## config.mk

```make
export PLATFORM = sky130hd
export DESIGN_NAME = bsm_slave
export DESIGN_NICKNAME = d
export VERILOG_FILES = /design/src/rtl/bsm_pkg.sv /design/src/rtl/bsm_slave.sv
export VERILOG_INCLUDE_DIRS = /design/src /design/src/rtl
export SDC_FILE = /design/constraint.sdc
export NUM_CORES = 1
export LEC_CHECK = 0
export BUFFER_PORTS_ARGS = -buffer_cell sky130_fd_sc_hd__buf_2
export CAP_MARGIN = 20
export CORE_ASPECT_RATIO = 0.9
export CORE_MARGIN = 2
export CORE_UTILIZATION = 40
export DETAILED_ROUTE_END_ITERATION = 7
export PLACE_DENSITY_LB_ADDON = 0.25
export SYNTH_ARGS = -nofsm -noshare
export SYNTH_HDL_FRONTEND = slang
export SYNTH_SLANG_ARGS = --single-unit
```

## constraint.sdc

```tcl
create_clock -name mclk -period 2.3 [get_ports mclk]
set_clock_uncertainty 0.15 [all_clocks]
set_input_delay 0.46 -clock mclk [delete_from_list [all_inputs] [get_ports mclk]]
set_output_delay 0.46 -clock mclk [all_outputs]
set_load 0.005 [all_outputs]
```

## src/rtl/bsm_map.svh

```systemverilog
// bsm_map.svh: offsets, field positions, reset values and timing counts
// assumes: included by the slave module only; definitions only
`ifndef BSM_MAP_SVH
`define BSM_MAP_SVH

// -----------------------------------------------------------------
// register word indices, taken from address bits 3:1
// -----------------------------------------------------------------
`define BSM_IDX_STATUS   3'h0
`define BSM_IDX_CONTROL  3'h1
`define BSM_IDX_DATA     3'h2

// -----------------------------------------------------------------
// address decode
// -----------------------------------------------------------------
`define BSM_TOP_DIGIT    4'hf

// -----------------------------------------------------------------
// control and status fields
// -----------------------------------------------------------------
`define BSM_CTL_RUN      0
`define BSM_CTL_DIR      1
`define BSM_CTL_IE       2
`define BSM_STS_READY    0
`define BSM_STS_NOTRDY   1
`define BSM_STS_OVR      2
`define BSM_CTL_RESET    6'h00

// -----------------------------------------------------------------
// synchronised pin bits
// -----------------------------------------------------------------
`define BSM_SY_STB       0
`define BSM_SY_WR        1
`define BSM_SY_DONE      2
`define BSM_SY_CHAIN     3
`define BSM_SY_NRDY      4

// -----------------------------------------------------------------
// timing: data set-up before our strobe in the interrupt cycle
// -----------------------------------------------------------------
`define BSM_CLK_NS       20
`define BSM_STB_DLY_NS   60
`define BSM_STB_DLY_CYC  ((`BSM_STB_DLY_NS + `BSM_CLK_NS - 1) / `BSM_CLK_NS)

`endif

```

## src/rtl/bsm_pkg.sv

```systemverilog
// bsm_pkg: types of the backplane slave module
// assumes: nothing beyond the standard language
package bsm_pkg;

  // -----------------------------------------------------------------
  // state machines
  // -----------------------------------------------------------------
  typedef enum logic [1:0] {ST_IDLE, ST_DONE} bsm_slv_t;
  typedef enum logic [2:0] {IR_IDLE, IR_REQ, IR_DELAY, IR_STROBE, IR_RELEASE} bsm_irq_t;

  // -----------------------------------------------------------------
  // whole module state, registered once per clock
  // -----------------------------------------------------------------
  typedef struct packed {
    bsm_slv_t    st;
    bsm_irq_t    ir;
    logic        rd;
    logic [5:0]  ctrl;
    logic [15:0] data;
    logic        rdy;
    logic        ovr;
    logic        outp;
    logic        served;
    logic [3:0]  cnt;
    logic [15:0] dout;
    logic [7:0]  strap;
    logic [4:0]  s1;
    logic [4:0]  s2;
    logic [4:0]  s3;
    logic [4:0]  f;
  } bsm_state_t;

endpackage

```

## src/rtl/bsm_slave.sv

```systemverilog
// bsm_slave: slave interface of a plug-in module on the asynchronous backplane
// assumes: backplane lines other than the chain output are active low and open collector; the bench resolves
// each wire from the out/oe pairs; straps are static
`timescale 1ns/1ps
`include "bsm_map.svh"

module bsm_slave #(
  parameter int IRQ_LEVEL = 2
) (
  // clock and reset
  input  wire logic        mclk,
  input  wire logic        rst,
  // backplane address and cycle control
  input  wire logic [15:0] addr_n,
  input  wire logic        strobe_in_n,
  output logic             strobe_out_n,
  output logic             strobe_oe,
  input  wire logic        write_select_n,
  input  wire logic        done_in_n,
  output logic             done_out_n,
  output logic             done_oe,
  // backplane data
  input  wire logic [15:0] data_in_n,
  output logic      [15:0] data_out_n,
  output logic             data_oe,
  // interrupt request and priority chain
  output logic      [3:0]  service_request_line_out_n,
  output logic      [3:0]  service_request_line_oe,
  input  wire logic        priority_chain_signal_in_n,
  output logic             priority_chain_signal_out_n,
  // base address straps
  input  wire logic [7:0]  strap_base,
  // device side
  input  wire logic        dev_in_valid,
  input  wire logic [15:0] dev_in_data,
  output logic             dev_out_valid,
  input  wire logic        dev_out_ready,
  output logic      [15:0] dev_out_data,
  input  wire logic        dev_not_ready,
  output logic             dev_run,
  output logic      [2:0]  dev_cmd
);

  // levels one and four belong to system functions; refuse them when the module is built
  if (IRQ_LEVEL != 2 && IRQ_LEVEL != 3) begin : g_bad_level
    $error("bsm_slave: IRQ_LEVEL must be 2 or 3");
  end

  // the set-up counter is four bits wide and must count at least once
  if (`BSM_STB_DLY_CYC < 1 || `BSM_STB_DLY_CYC > 15) begin : g_bad_delay
    $error("bsm_slave: strobe delay does not fit the counter");
  end

  localparam logic [3:0] DLY_CYC  = 4'(`BSM_STB_DLY_CYC);
  localparam logic [3:0] IRQ_MASK = 4'(1 << (IRQ_LEVEL - 1));

  bsm_pkg::bsm_state_t q, d;

  logic [15:0] addr;
  logic [15:0] din;
  logic        match;
  logic [2:0]  idx;
  logic [15:0] devnum;
  logic        cause;
  logic [15:0] rdval;
  logic        out_load;

  // -----------------------------------------------------------------
  // address recognition
  // -----------------------------------------------------------------
  // pins are active low; invert once here so the logic reads active high
  assign addr   = ~addr_n;
  assign din    = ~data_in_n;
  assign match  = (addr[15:12] == `BSM_TOP_DIGIT) && (addr[11:4] == q.strap);
  assign idx    = addr[3:1];
  assign devnum = {`BSM_TOP_DIGIT, q.strap, 4'h0};
  assign cause  = q.rdy;

  // register read mux; holes in the block read zero
  always_comb begin
    rdval = 16'h0000;
    unique case (idx)
      `BSM_IDX_STATUS:  rdval = {12'h000, 1'b0, q.ovr, q.f[`BSM_SY_NRDY], q.rdy};
      `BSM_IDX_CONTROL: rdval = {10'h000, q.ctrl};
      `BSM_IDX_DATA:    rdval = q.data;
      default:          rdval = 16'h0000;
    endcase
  end

  // -----------------------------------------------------------------
  // next state
  // -----------------------------------------------------------------
  always_comb begin
    d = q;
    out_load = 1'b0;
    // three-stage synchroniser, a change counts when stages two and three agree
    d.s1 = {dev_not_ready, ~priority_chain_signal_in_n, ~done_in_n, ~write_select_n, ~strobe_in_n};
    d.s2 = q.s1;
    d.s3 = q.s2;
    d.f  = (q.s2 & q.s3) | (q.f & (q.s2 ^ q.s3));
    d.strap = strap_base;

    // slave cycles; our own strobe during an interrupt cycle is not decoded
    unique case (q.st)
      bsm_pkg::ST_IDLE: begin
        if (q.f[`BSM_SY_STB] && match && (q.ir == bsm_pkg::IR_IDLE || q.ir == bsm_pkg::IR_REQ)) begin
          d.st = bsm_pkg::ST_DONE;
          d.rd = !q.f[`BSM_SY_WR];
          if (q.f[`BSM_SY_WR]) begin
            unique case (idx)
              `BSM_IDX_STATUS: begin
                // a status write clears the module rather than storing
                d.rdy  = 1'b0;
                d.ovr  = 1'b0;
                d.outp = 1'b0;
                d.ctrl = `BSM_CTL_RESET;
              end
              `BSM_IDX_CONTROL: d.ctrl = din[5:0];
              `BSM_IDX_DATA: begin
                d.data = din;
                if (q.ctrl[`BSM_CTL_DIR]) begin
                  d.outp   = 1'b1;
                  d.rdy    = 1'b0;
                  out_load = 1'b1;
                end
              end
              default: ;
            endcase
          end else begin
            d.dout = rdval;
            if (idx == `BSM_IDX_DATA && !q.ctrl[`BSM_CTL_DIR]) begin
              d.rdy = 1'b0;
            end
          end
        end
      end
      bsm_pkg::ST_DONE: begin
        // hold completion until the master drops its strobe
        if (!q.f[`BSM_SY_STB]) begin
          d.st = bsm_pkg::ST_IDLE;
          d.rd = 1'b0;
        end
      end
      default: d.st = bsm_pkg::ST_IDLE;
    endcase

    // device traffic; placed after the bus so a new word wins over a read clear
    if (dev_in_valid && q.ctrl[`BSM_CTL_RUN] && !q.ctrl[`BSM_CTL_DIR]) begin
      d.data = dev_in_data;
      d.rdy  = 1'b1;
      if (q.rdy) begin
        d.ovr = 1'b1;
      end
    end
    // a word loaded by the bus in the same cycle stays pending; the device took the older one
    if (dev_out_valid && dev_out_ready && !out_load) begin
      d.outp = 1'b0;
      d.rdy  = 1'b1;
    end

    // interrupt sequencer
    if (!cause) begin
      d.served = 1'b0;
    end
    unique case (q.ir)
      bsm_pkg::IR_IDLE: begin
        if (cause && !q.served && q.ctrl[`BSM_CTL_IE]) begin
          d.ir = bsm_pkg::IR_REQ;
        end
      end
      bsm_pkg::IR_REQ: begin
        if (!q.ctrl[`BSM_CTL_IE] || !cause) begin
          d.ir = bsm_pkg::IR_IDLE;
        end else if (q.f[`BSM_SY_CHAIN] && d.st == bsm_pkg::ST_IDLE) begin // never while a slave cycle owns the lines
          d.ir   = bsm_pkg::IR_DELAY;
          d.dout = {devnum[15:1], q.ctrl[`BSM_CTL_DIR]};
          d.cnt  = DLY_CYC;
        end
      end
      bsm_pkg::IR_DELAY: begin
        // data settles on the lines before the strobe goes out
        d.cnt = q.cnt - 4'h1;
        if (q.cnt == 4'h1) begin
          d.ir = bsm_pkg::IR_STROBE;
        end
      end
      bsm_pkg::IR_STROBE: begin
        if (q.f[`BSM_SY_DONE]) begin
          d.ir     = bsm_pkg::IR_RELEASE;
          d.served = 1'b1;
        end
      end
      bsm_pkg::IR_RELEASE: begin
        if (!q.f[`BSM_SY_DONE] && !q.f[`BSM_SY_CHAIN]) begin
          d.ir = bsm_pkg::IR_IDLE;
        end
      end
      default: d.ir = bsm_pkg::IR_IDLE;
    endcase
  end

  // -----------------------------------------------------------------
  // state register
  // -----------------------------------------------------------------
  always_ff @(posedge mclk) begin
    if (rst) begin
      q <= '0;
    end else begin
      q <= d;
    end
  end

  // -----------------------------------------------------------------
  // pin drive, backplane lines other than the chain output open collector and active low
  // -----------------------------------------------------------------
  assign done_oe      = (q.st == bsm_pkg::ST_DONE);
  assign done_out_n   = 1'b0;
  assign strobe_oe    = (q.ir == bsm_pkg::IR_STROBE);
  assign strobe_out_n = 1'b0;
  assign data_oe      = (q.st == bsm_pkg::ST_DONE && q.rd) ||
                        q.ir == bsm_pkg::IR_DELAY || q.ir == bsm_pkg::IR_STROBE;
  assign data_out_n   = ~q.dout;
  // service request on the chosen level only, dropped once the strobe is out
  assign service_request_line_oe    = (q.ir == bsm_pkg::IR_REQ || q.ir == bsm_pkg::IR_DELAY) ? IRQ_MASK : 4'h0;
  assign service_request_line_out_n = 4'h0;
  // the chain is a single gate from the raw pin; a synchroniser would cost the bus speed
  assign priority_chain_signal_out_n = priority_chain_signal_in_n | (q.ir != bsm_pkg::IR_IDLE);
  assign dev_out_valid = q.outp && q.ctrl[`BSM_CTL_RUN] && q.ctrl[`BSM_CTL_DIR];
  assign dev_out_data  = q.data;
  assign dev_run       = q.ctrl[`BSM_CTL_RUN];
  assign dev_cmd       = q.ctrl[5:3];

  // -----------------------------------------------------------------
  // checks
  // -----------------------------------------------------------------
  AST_DONE_FOLLOWS_STROBE: assert property (@(posedge mclk) disable iff (rst)
    (q.st == bsm_pkg::ST_IDLE && q.f[`BSM_SY_STB] && match && q.ir == bsm_pkg::IR_IDLE) |=> done_oe)
    else $error("completion not asserted after addressed strobe");
  AST_NO_FOREIGN_DONE: assert property (@(posedge mclk) disable iff (rst)
    (q.st == bsm_pkg::ST_IDLE && addr[15:12] != `BSM_TOP_DIGIT) |=> !done_oe)
    else $error("completion for foreign address");
  AST_READ_DRIVES: assert property (@(posedge mclk) disable iff (rst)
    (q.st == bsm_pkg::ST_IDLE && d.st == bsm_pkg::ST_DONE && !q.f[`BSM_SY_WR]) |=> (data_oe && q.dout == $past(rdval)))
    else $error("read data not driven");
  AST_WRITE_CTRL: assert property (@(posedge mclk) disable iff (rst)
    (q.st == bsm_pkg::ST_IDLE && d.st == bsm_pkg::ST_DONE && q.f[`BSM_SY_WR] && idx == `BSM_IDX_CONTROL)
    |=> q.ctrl == $past(din[5:0]))
    else $error("control write not captured");
  AST_STATUS_CLEARS: assert property (@(posedge mclk) disable iff (rst)
    (q.st == bsm_pkg::ST_IDLE && d.st == bsm_pkg::ST_DONE && q.f[`BSM_SY_WR] && idx == `BSM_IDX_STATUS
     && !dev_in_valid) |=> (!q.ovr && q.ctrl == `BSM_CTL_RESET))
    else $error("status write did not clear");
  AST_IE_GATES_SRL: assert property (@(posedge mclk) disable iff (rst)
    !q.ctrl[`BSM_CTL_IE] |=> service_request_line_oe == 4'h0 || q.ir == bsm_pkg::IR_DELAY)
    else $error("request forwarded with interrupts inhibited");
  AST_STROBE_DELAY: assert property (@(posedge mclk) disable iff (rst)
    (q.ir == bsm_pkg::IR_REQ && d.ir == bsm_pkg::IR_DELAY) |=> (data_oe && !strobe_oe)[*3] ##1 strobe_oe)
    else $error("strobe not delayed after device number");
  AST_DEVNUM: assert property (@(posedge mclk) disable iff (rst)
    strobe_oe |-> (q.dout == {devnum[15:1], q.ctrl[`BSM_CTL_DIR]}))
    else $error("wrong device number in interrupt cycle");
  AST_CHAIN_PASS: assert property (@(posedge mclk) disable iff (rst)
    q.ir == bsm_pkg::IR_IDLE |-> priority_chain_signal_out_n == priority_chain_signal_in_n)
    else $error("priority chain not passed");
  AST_CHAIN_BLOCKED: assert property (@(posedge mclk) disable iff (rst)
    q.ir != bsm_pkg::IR_IDLE |-> priority_chain_signal_out_n)
    else $error("priority chain passed while requesting");
  AST_SRL_LEVEL: assert property (@(posedge mclk) disable iff (rst)
    service_request_line_oe == 4'h0 || service_request_line_oe == IRQ_MASK)
    else $error("service request on the wrong level");
  AST_DONE_HOLDS: assert property (@(posedge mclk) disable iff (rst)
    (done_oe && q.f[`BSM_SY_STB]) |=> done_oe)
    else $error("completion dropped before the strobe");
  AST_WRITE_DATA: assert property (@(posedge mclk) disable iff (rst)
    (q.st == bsm_pkg::ST_IDLE && d.st == bsm_pkg::ST_DONE && q.f[`BSM_SY_WR] && idx == `BSM_IDX_DATA
     && !dev_in_valid) |=> q.data == $past(din))
    else $error("data write not captured");
  AST_HOLE_READS_ZERO: assert property (@(posedge mclk) disable iff (rst)
    (q.st == bsm_pkg::ST_IDLE && d.st == bsm_pkg::ST_DONE && !q.f[`BSM_SY_WR] && idx > `BSM_IDX_DATA)
    |=> q.dout == 16'h0000)
    else $error("unimplemented register read not zero");
  AST_OVERRUN_SETS: assert property (@(posedge mclk) disable iff (rst)
    (dev_in_valid && q.ctrl[`BSM_CTL_RUN] && !q.ctrl[`BSM_CTL_DIR] && q.rdy) |=> q.ovr)
    else $error("second word did not flag overrun");
  AST_ONE_DATA_DRIVER: assert property (@(posedge mclk) disable iff (rst)
    !(q.st == bsm_pkg::ST_DONE && q.rd && (q.ir == bsm_pkg::IR_DELAY || q.ir == bsm_pkg::IR_STROBE)))
    else $error("read data and device number on the lines together");

endmodule

```

==> summary.txt, run 1 <==
Detailed routing
  • Antenna viol nets, final: 0
  • Number of vias per cell: 4.91
  • DRT Wirelength: 9080 um
  • DRC: 0
  • DR iter-0 viols: around 170
  • DR pass1 iterations: 4
  • Vias: 3,182
  • Wire per inst: 14.0 um

Final layout
  • Most common cell after layout, fill and taps aside: buf_2
  • Fin area: between 0.004 and 0.005 sq mm
  • Post-Layout Cell Count: between 600 and 700
  • Fin util: 48.9%
  • Layout Nets: just under 600
  • Area growth, synth to finish: 20.0%
  • Most frequent cells in the layout: buf_2 (105), dfxtp_1 (80), inv_1 (38)
  • Ant. Diodes: 0
  • Layout cell share with drive strength beyond 1: between 30% and 40%

CTS
  • Root Buffer: clkbuf_8
  • Postcts setup bufs: 0
  • CTS clk-pin slew, worst paths: around 80 ps
  • Clk_lat worst skew: 350 ps
  • # clock sinks: 80
  • CTS H-tree depth: 3
  • CTS max path bufs: 2
  • # hold bufs at CTS: 0
  • Resize count post-CTS: 0
  • CTS tree: done
  • CTS Buf Count: 9

Setup path
  • CP required: 2440 ps
  • CP Capture Type: flip-flop
  • Startpoint types: flip-flop
  • CP Max Fanout: 31
  • Crit path DAT: roughly 2200 ps
  • WS Path Type: reg -> reg

Yosys
  • Share of the synthesized area in the top cell type: roughly two fifths
  • Synth Flop Type: dfxtp_1
  • Synth async-reset ratio: 0%
  • Area contributors post-synth: dfxtp_1 (41%), mux2i_1 (5.9%), buf_4 (5.8%), a22o_1 (4.9%), nor2b_1 (3.9%)
  • Seq/Total Area, Yosys: roughly 41%
  • Post-Syn Area: approximately 0.004 sq mm
  • Synth cell types: 50
  • EDFF count, synth: 0
  • Syn_area_per_cell: ~9.2 sq um
  • Syn Inst Count: 423
  • Synth Warn #: 0
  • Cell taking the most area after synthesis: dfxtp_1
  • Seq cells post-synth: 80

Min path
  • Hold crit path type: in -> reg

Global routing
  • Largest net degree at the start of global routing: 41
  • Vias in the first global route: between 3k and 4k
  • Gr ovfl total: 0
  • GRT Total Usage: 18.3%
  • Initial antenna violation count: 0
  • Global-route wire length before repair: 15,000 um

Placed design
  • RD Place Congestion: around 0.84
  • I/O Buffers: around 110
  • Pre-CTS setup slack: around 10 ps
  • Post-Place Cells: ~630
  • Cell area after placement: ~0.0045 sq mm
  • Post-DP HPWL: ~7000 um

Floorplanning
  • DIE AREA: ~0.011 sq mm
  • Initial core utilization: 40.7%
  • # rows: 34
  • Core ar.: between 0.009 and 0.01 sq mm
  • Number of I/O pins: between 100 and 150
  • Die Y: 97.7 um
  • Die width: about 110 um

Outcome
  • Status: finished clean

STA
  • Unrepaired setup endpoints after global routing: no
  • Setup violators final: 0
  • Setup TNS: 0 ps
  • Clock period minus worst slack: between 2000 and 2500 ps
  • Final slew viol count: 0
  • Fin worst setup slack: slightly below 200 ps
  • FMAX: 476 MHz
  • Slew margin rel.: ~56%
  • Final hold viol count: 0
  • Ratio of final minimum period to clock period: approximately nine tenths
  • Hold WS: slightly above 90 ps
  • Worst slew pin tran: about 660 ps

Power and ir drop
  • Total power draw: 2.61 mW
  • Peak supply drop: slightly below 0.4 mV
  • Power Dens Cells: ~560 mW/mm^2
  • Leakage: ~1.9 nW

Run
  • Max-cap violations: 0
==> flip-flops by register name (all words and copies together) (netlist names) <==
name          cells
cause             1
dev_cmd           3
q                41
devnum            8
d                10
dev_out_data     16
dev_run           1
==> cells by family (layout without fill, tap and decap cells) <==
| kind of cell | count (synthesis) | in the layout | synth area share, % |
|---|---|---|---|
| compound gates | 66 | 66 | 12.5 |
| xor+xnor | 12 | 12 | 3.47 |
| fa+ha+maj | 7 | 7 | 2.25 |
| buf+inv | 90 | 180 | 12.4 |
| flops | 80 | 80 | 41.1 |
| mux | 26 | 26 | 6.77 |
| other cells | 1 | 10 | 0.0962 |
| simple gates | 141 | 141 | 21.4 |
==> worst paths after layout <==
path              slack, ps  cells after the start                  from               end
setup / recovery        200                      6  devnum[6]$_SDFF_PP0_  q[32]$_SDFF_PP0_
hold / removal           90                      2           strobe_in_n  d[10]$_SDFF_PP0_
setup reg to reg        200                      6  devnum[6]$_SDFF_PP0_  q[32]$_SDFF_PP0_
hold reg to reg         290                      1      d[12]$_SDFF_PP0_   d[7]$_SDFF_PP0_
==> final cells by class <==
cell class / count / area (sq um)
Tap cell: 126 / 158
Multi-Input combinational cell: 262 / 1860
Inverter: 38 / 143
Clock inverter: 5 / 63.8
Sequential cell: 80 / 1600
Timing Repair Buffer: 126 / 724
Clock buffer: 11 / 131
Fill cell: 944 / 4890
==> layer usage <==
layer  routed length, um  vias up  global-route usage, %  part of all wire [%]
met4                 177        0                   6.61                   1.9
met2                4170       96                   28.5                    46
met3                 515       14                   4.63                   5.7
li1                    -     1587                      -                     -
met5                   0        -                      0                     0
met1                4220     1485                   24.6                    46
==> report_power, final <==
part	internal (mW)	switching [mW]
logic	0.0773	0.0938
registers	1.40	0.0128
clock network	0.512	0.514
total	1.99	0.621
==> cells in the mapped netlist (5+ instances only) <==
cell type	instances
a311oi_1	8
clkbuf_1	11
a21oi_1	14
ha_1	7
dfxtp_1	80
nand3_1	20
nand2b_1	14
nor2_1	32
nor2b_1	24
mux2i_1	23
inv_1	38
buf_4	30
a22o_1	22
xor2_1	7
buf_2	7
nor3_1	13
nand2_1	14
a31oi_1	5
==> critical path, cell delays in order, from the launching register on <==
cell     delay, ps
dfxtp_1        390
xor2_2         280
nand3_2        200
nor4_4         330
buf_12         210
mux2_2         340
a21oi_1        130
No activity file was read; power rests on OpenSTA's default activity.
==> run 2, diff against run 1 <==
--- a/config.mk
+++ b/config.mk
@@ -8,7 +8,7 @@
 export LEC_CHECK = 0
 export BUFFER_PORTS_ARGS = -buffer_cell sky130_fd_sc_hd__buf_2
 export CAP_MARGIN = 20
-export CORE_ASPECT_RATIO = 0.9
+export CORE_ASPECT_RATIO = 1.5
 export CORE_MARGIN = 2
 export CORE_UTILIZATION = 40
 export DETAILED_ROUTE_END_ITERATION = 7
==> run 2 against run 1 <==
Net effect:
- clock-buffer cell count shrank 2
- largest cell class unchanged
- register-to-register slack gained 40 ps
- via count shrank 0.72%
- non-clock buffer count shrank 3
- final cell count shrank 2.2%
- maximum frequency grew 2.0%
- sequential share of layout area shrank 0.61 points
- wire length grew 1.2%
- utilization grew 0.85 points
- cell area grew 1.8%
- first-iteration DRC count shrank 30%
==> summary.txt, run 2 (synthesis results as in run 1) <==
Final layout
  • Largest reg by FF count: q
  • Layout cell share with drive strength beyond 1: 30.4% (about the same)
  • Max reg flops: 41 (unchanged)
  • Ant. Diodes: 0 (unchanged)
  • Most common cell after layout, fill and taps aside: buf_2
  • Area growth, synth to finish: 22.2%
  • Layout Nets: 586 (-0.51%)
  • Most frequent cells in the layout: buf_2 (105), dfxtp_1 (80), inv_1 (38)
  • Filler instances: 939 (-0.53%)

Detailed routing
  • Number of vias per cell: 4.98 (+1.5%)
  • DR iter-0 viols: 117 (-30%)
  • DRT Wirelength: 9180 um (+1.2%)
  • DRC: 0 (unchanged)
  • DR pass1 iterations: 4 (unchanged)
  • Wire per inst: 14.5 um (+3.4%)
  • Antenna viol nets, final: 0 (unchanged)
  • Vias: 3,159 (-0.72%)

Setup path
  • CP Capture Type: flip-flop
  • CP cell instances: nor4b_2 -> nand4_2 -> nor4_4 -> buf_12 -> mux2_2 -> a21oi_1
  • Startpoint types: flip-flop
  • Worst path slowest cell: dfxtp_1
  • Crit path DAT: 2180 ps (-60 ps)
  • CP required: 2420 ps (-20 ps)
  • WS Path Type: reg -> reg
  • Max incr delay on CP: 420 ps (+30 ps)
  • CP Max Fanout: 31 (unchanged)

Min path
  • Hold crit path type: in -> reg

CTS
  • # clock sinks: 80 (unchanged)
  • CTS tree: done
  • Clk_lat worst skew: 340 ps (about the same)
  • Resize count post-CTS: 0 (unchanged)
  • # hold bufs at CTS: 0 (unchanged)
  • CTS H-tree depth: 3 (unchanged)
  • CTS max path bufs: 2 (unchanged)
  • Postcts setup bufs: 0 (unchanged)
  • CTS Buf Count: 9 (unchanged)
  • CTS clk-pin slew, worst paths: 60 ps (-20 ps)
  • Root Buffer: clkbuf_16

STA
  • Unrepaired setup endpoints after global routing: no
  • Slew margin rel.: 56.4% (+0.53 points)
  • Ratio of final minimum period to clock period: 89.6% (-1.8 points)
  • Hold WS: 109 ps (+17.3 ps)
  • Setup violators final: 0 (unchanged)
  • Final slew viol count: 0 (unchanged)
  • Worst slew pin tran: 651 ps (-10.4 ps)
  • Final hold viol count: 0 (unchanged)
  • Setup TNS: 0 ps (unchanged)
  • FMAX: 485 MHz (+2.0%)
  • Clock period minus worst slack: 2060 ps (-41.6 ps)

Run
  • Max-cap violations: 0 (unchanged)

Outcome
  • Status: finished clean

Global routing
  • Largest net degree at the start of global routing: 34 (-17%)
  • GRT Total Usage: 17.9% (-0.42 points)
  • Gr ovfl total: 0 (unchanged)
  • Vias in the first global route: 3,145 (+1.7%)
  • Initial antenna violation count: 0 (unchanged)
  • Global-route wire length before repair: 15,000 um (-0.41%)

Placed design
  • I/O Buffers: 105 (unchanged)
  • RD Place Congestion: 0.767 (-8.5%)
  • Post-DP HPWL: 7100 um (+2.8%)

Power and ir drop
  • Leakage: 1.96 nW (+2.1%)
  • Peak supply drop: 0.499 mV (+28%)
  • Power Dens Cells: 660 mW/mm^2 (+18%)

Floorplanning
  • DIE AREA: 0.0106 sq mm (+0.15%)
  • Initial core utilization: 40.7% (about the same)
  • Die width: 84.6 um (-22%)
  • Number of I/O pins: 116 (unchanged)
  • # rows: 44 (+29%)
  • Die Y: 125 um (+28%)
  • Core ar.: 0.00958 sq mm (about the same)
-- run 2: metal layers --
| metal | up-vias | GRT usage (%) | share of wire [%] |
|---|---|---|---|
| met3 | 22 | 3.78 | 4.6 |
| met5 | - | 0 | 0 |
| li1 | 1587 | - | - |
| met2 | 82 | 32.1 | 52 |
| met1 | 1468 | 19.9 | 40 |
| met4 | 0 | 8.31 | 3.3 |
-- run 2: final timing paths --
path                                  startpoint  slack (ps)                to  depth (start not counted)
worst min register to register  d[11]$_SDFF_PP0_         290   d[6]$_SDFF_PP0_                          1
worst max register to register   q[0]$_SDFF_PP0_         240  q[32]$_SDFF_PP0_                          6
worst min-delay path                 strobe_in_n         110  d[10]$_SDFF_PP0_                          2
worst max-delay path             q[0]$_SDFF_PP0_         240  q[32]$_SDFF_PP0_                          6
-- run 2: critical path: cells and delay by family (launching register included) --
family	cells	cell delay, ps
simple gates	3	730
flops	1	420
mux	1	350
buf+inv	1	210
compound gates	1	130
-- run 2: metrics by stage --
stage	area, sq um	total power, mW	std cells	util (%)	setup WS, ps
2_1_floorplan	3930	1.54	432	-	325
3_3_place_gp	4420	1.61	617	46.2	75.5
3_5_place_dp	4420	1.62	617	46.2	49.0
4_1_cts	4750	3.17	633	49.6	234
5_1_grt	4760	3.24	634	49.7	65.4
6_report	4760	3.14	634	49.7	239
-- run 2: area by class of cell --
cell class              count  area [sq um]  area share, %
repair buffers            123           689           14.5
clock inverters             7           104           2.18
inverters                  38           143           2.99
well taps                 115           144           3.02
multi-input cells         262          1860           39.0
flip-flops and latches     80          1600           33.6
clock buffers               9           225           4.73
-- run 2: power breakdown --
part | total [mW] | switching [mW] | internal (mW)
combinational | 0.170 | 0.0931 | 0.0765
sequential | 1.42 | 0.0124 | 1.40
clock | 1.56 | 0.594 | 0.963
==> run 3, diff against run 2 <==
--- a/config.mk
+++ b/config.mk
@@ -8,11 +8,11 @@
 export LEC_CHECK = 0
 export BUFFER_PORTS_ARGS = -buffer_cell sky130_fd_sc_hd__buf_2
 export CAP_MARGIN = 20
-export CORE_ASPECT_RATIO = 1.5
 export CORE_MARGIN = 2
 export CORE_UTILIZATION = 40
 export DETAILED_ROUTE_END_ITERATION = 7
 export PLACE_DENSITY_LB_ADDON = 0.25
+export RECOVER_POWER = 100
 export SYNTH_ARGS = -nofsm -noshare
 export SYNTH_HDL_FRONTEND = slang
 export SYNTH_SLANG_ARGS = --single-unit
==> constraint.sdc (replaced) <==
create_clock -name mclk -period 2.3 [get_ports mclk]
set_clock_uncertainty 0.15 [all_clocks]
set_input_delay 0.46 -clock mclk [delete_from_list [all_inputs] [get_ports mclk]]
set_output_delay 0.46 -clock mclk [all_outputs]
set_load 0.01 [all_outputs]
==> run 3 against run 2 <==
Net effect:
- utilization down 2.1 points
- final cell count up 2.4%
- global-route usage down 0.31 points
- cell area down 4.1%
- combinational power about the same
- sequential power about the same
- register-to-register slack worse by 40 ps
==> summary.txt, run 3 (synthesis results as in run 1) <==
Min path
  • Hold crit path type: in -> reg

Global routing
  • Gr ovfl total: 0 (unchanged)
  • Initial antenna violation count: 0 (unchanged)
  • GRT Total Usage: 17.6% (-0.31 points)
  • GR Layer Usage met2: 29.0% (-3.1 points)
  • Largest net degree at the start of global routing: 43 (+26%)
  • Global-route wire length before repair: 14,200 um (-4.8%)
  • Met3 usage: 3.66% (-0.12 points)
  • Vias in the first global route: 2,948 (-6.3%)
  • Layer carrying the most global-route usage: met2
  • Met1 Track Usage GR: 22.7% (+2.9 points)

Floorplanning
  • Initial core utilization: 40.6% (-0.064 points)
  • DIE AREA: 0.0106 sq mm (-0.16%)
  • Number of I/O pins: 116 (unchanged)
  • Die Y: 103 um (-18%)
  • # rows: 36 (-18%)
  • Die width: 103 um (+21%)
  • Core ar.: 0.00959 sq mm (+0.16%)

CTS
  • Clk_lat worst skew: 350 ps (about the same)
  • Postcts setup bufs: 0 (unchanged)
  • CTS tree: done
  • CTS H-tree depth: 3 (unchanged)
  • # hold bufs at CTS: 0 (unchanged)
  • Root Buffer: clkbuf_8
  • Resize count post-CTS: 0 (unchanged)
  • # clock sinks: 80 (unchanged)
  • CTS clk-pin slew, worst paths: 70 ps (about the same)
  • CTS Buf Count: 9 (unchanged)
  • CTS max path bufs: 2 (unchanged)

Detailed routing
  • Number of vias per cell: 4.78 (-4.0%)
  • Antenna viol nets, final: 0 (unchanged)
  • DR iter-0 viols: 174 (+49%)
  • DR pass1 iterations: 4 (unchanged)
  • Wire per inst: 14.0 um (-3.0%)
  • Vias: 3,103 (-1.8%)
  • DRC: 0 (unchanged)
  • DRT Wirelength: 9120 um (-0.73%)

Final layout
  • Layout cell share with drive strength beyond 1: 21.7% (-8.7 points)
  • Post-Layout Cell Count: 649 (+2.4%)
  • Layout Nets: 585 (-0.17%)
  • Area growth, synth to finish: 17.2%
  • Max reg flops: 41 (unchanged)
  • Filler instances: 995 (+6.0%)
  • Largest reg by FF count: q
  • Most frequent cells in the layout: dfxtp_1 (80), buf_2 (64), clkbuf_1 (42)
  • Ant. Diodes: 0 (unchanged)
  • Most common cell after layout, fill and taps aside: dfxtp_1

Placed design
  • I/O Buffers: 105 (unchanged)
  • Post-Place Cells: 634 (+2.8%)
  • Post-DP HPWL: 6890 um (-2.9%)
  • RD Place Congestion: 0.894 (+17%)

STA
  • Clock period minus worst slack: 2100 ps (+43.8 ps)
  • Final hold viol count: 0 (unchanged)
  • Final slew viol count: 0 (unchanged)
  • Unrepaired setup endpoints after global routing: no
  • Setup violators final: 0 (unchanged)
  • Worst slew pin tran: 820 ps (+169 ps)
  • FMAX: 475 MHz (-2.1%)
  • Setup TNS: 0 ps (unchanged)
  • Slew margin rel.: 45.3% (-11 points)
  • Ratio of final minimum period to clock period: 91.5% (+1.9 points)

Setup path
  • Crit path DAT: 1490 ps (-690 ps)
  • Startpoint types: flip-flop
  • WS Path Type: reg -> out
  • Flop2flop setup slack: 200 ps (-40 ps)
  • CP required: 1690 ps (-730 ps)
  • CP Capture Type: primary output
  • CP Max Fanout: 6 (-81%)

Power and ir drop
  • Peak supply drop: 0.305 mV (-39%)
  • Leakage: 1.76 nW (-10%)
  • Power Dens Cells: 588 mW/mm^2 (-11%)

Run
  • Max-cap violations: 0 (unchanged)

Outcome
  • Status: finished clean
[run 3: final cells by class]
class | count | area, sq um | area share, %
Multi-Input combinational cell | 262 | 1850 | 40.4
Sequential cell | 80 | 1600 | 35.0
Timing Repair Buffer | 122 | 606 | 13.3
Tap cell | 133 | 166 | 3.64
Inverter | 38 | 143 | 3.12
Clock buffer | 10 | 138 | 3.01
Clock inverter | 4 | 70.1 | 1.53
[run 3: per-layer routing]
layer / vias to the layer above / part of all wire [%]
met2: 85 / 47
met5: - / 0
li1: 1570 / -
met1: 1439 / 47
met3: 9 / 4.6
met4: 0 / 1.3
[run 3: stage by stage]
step / setup WS (ps) / utilization, % / hold WS, ps / area (sq um) / power (mW)
after global placement: 48.3 / 46.3 / 269 / 4440 / 1.62
after global routing: 34.2 / 47.6 / 93.7 / 4570 / 2.79
after CTS: 163 / 48.4 / 89.1 / 4650 / 2.72
after detailed placement: 7.06 / 46.3 / 271 / 4440 / 1.62
after floorplan: 325 / - / 264 / 3930 / 1.54
final: 195 / 47.6 / 108 / 4570 / 2.69
[run 3: path summary, 6_finish.rpt]
check	startpoint	endpoint	depth (start not counted)
worst max-delay path	q[76]$_SDFFE_PP0P_	strobe_oe	3
worst min-delay path	write_select_n	d[11]$_SDFF_PP0_	2
worst max register to register	devnum[4]$_SDFF_PP0_	dev_out_data[8]$_SDFFE_PP0P_	6
worst min register to register	d[12]$_SDFF_PP0_	d[7]$_SDFF_PP0_	1
[run 3: report_power, final]
part / total [mW] / leakage [nW] / internal [mW] / switching [mW]
clock network: 1.10 / 0.108 / 0.625 / 0.478
registers: 1.42 / 0.649 / 1.40 / 0.0136
logic: 0.169 / 1.00 / 0.0738 / 0.0949
[run 3: critical path, stage by stage (launching register included)]
cell	delay (ps)
dfxtp_1	470
nor2b_1	380
and2_0	180
buf_2	130
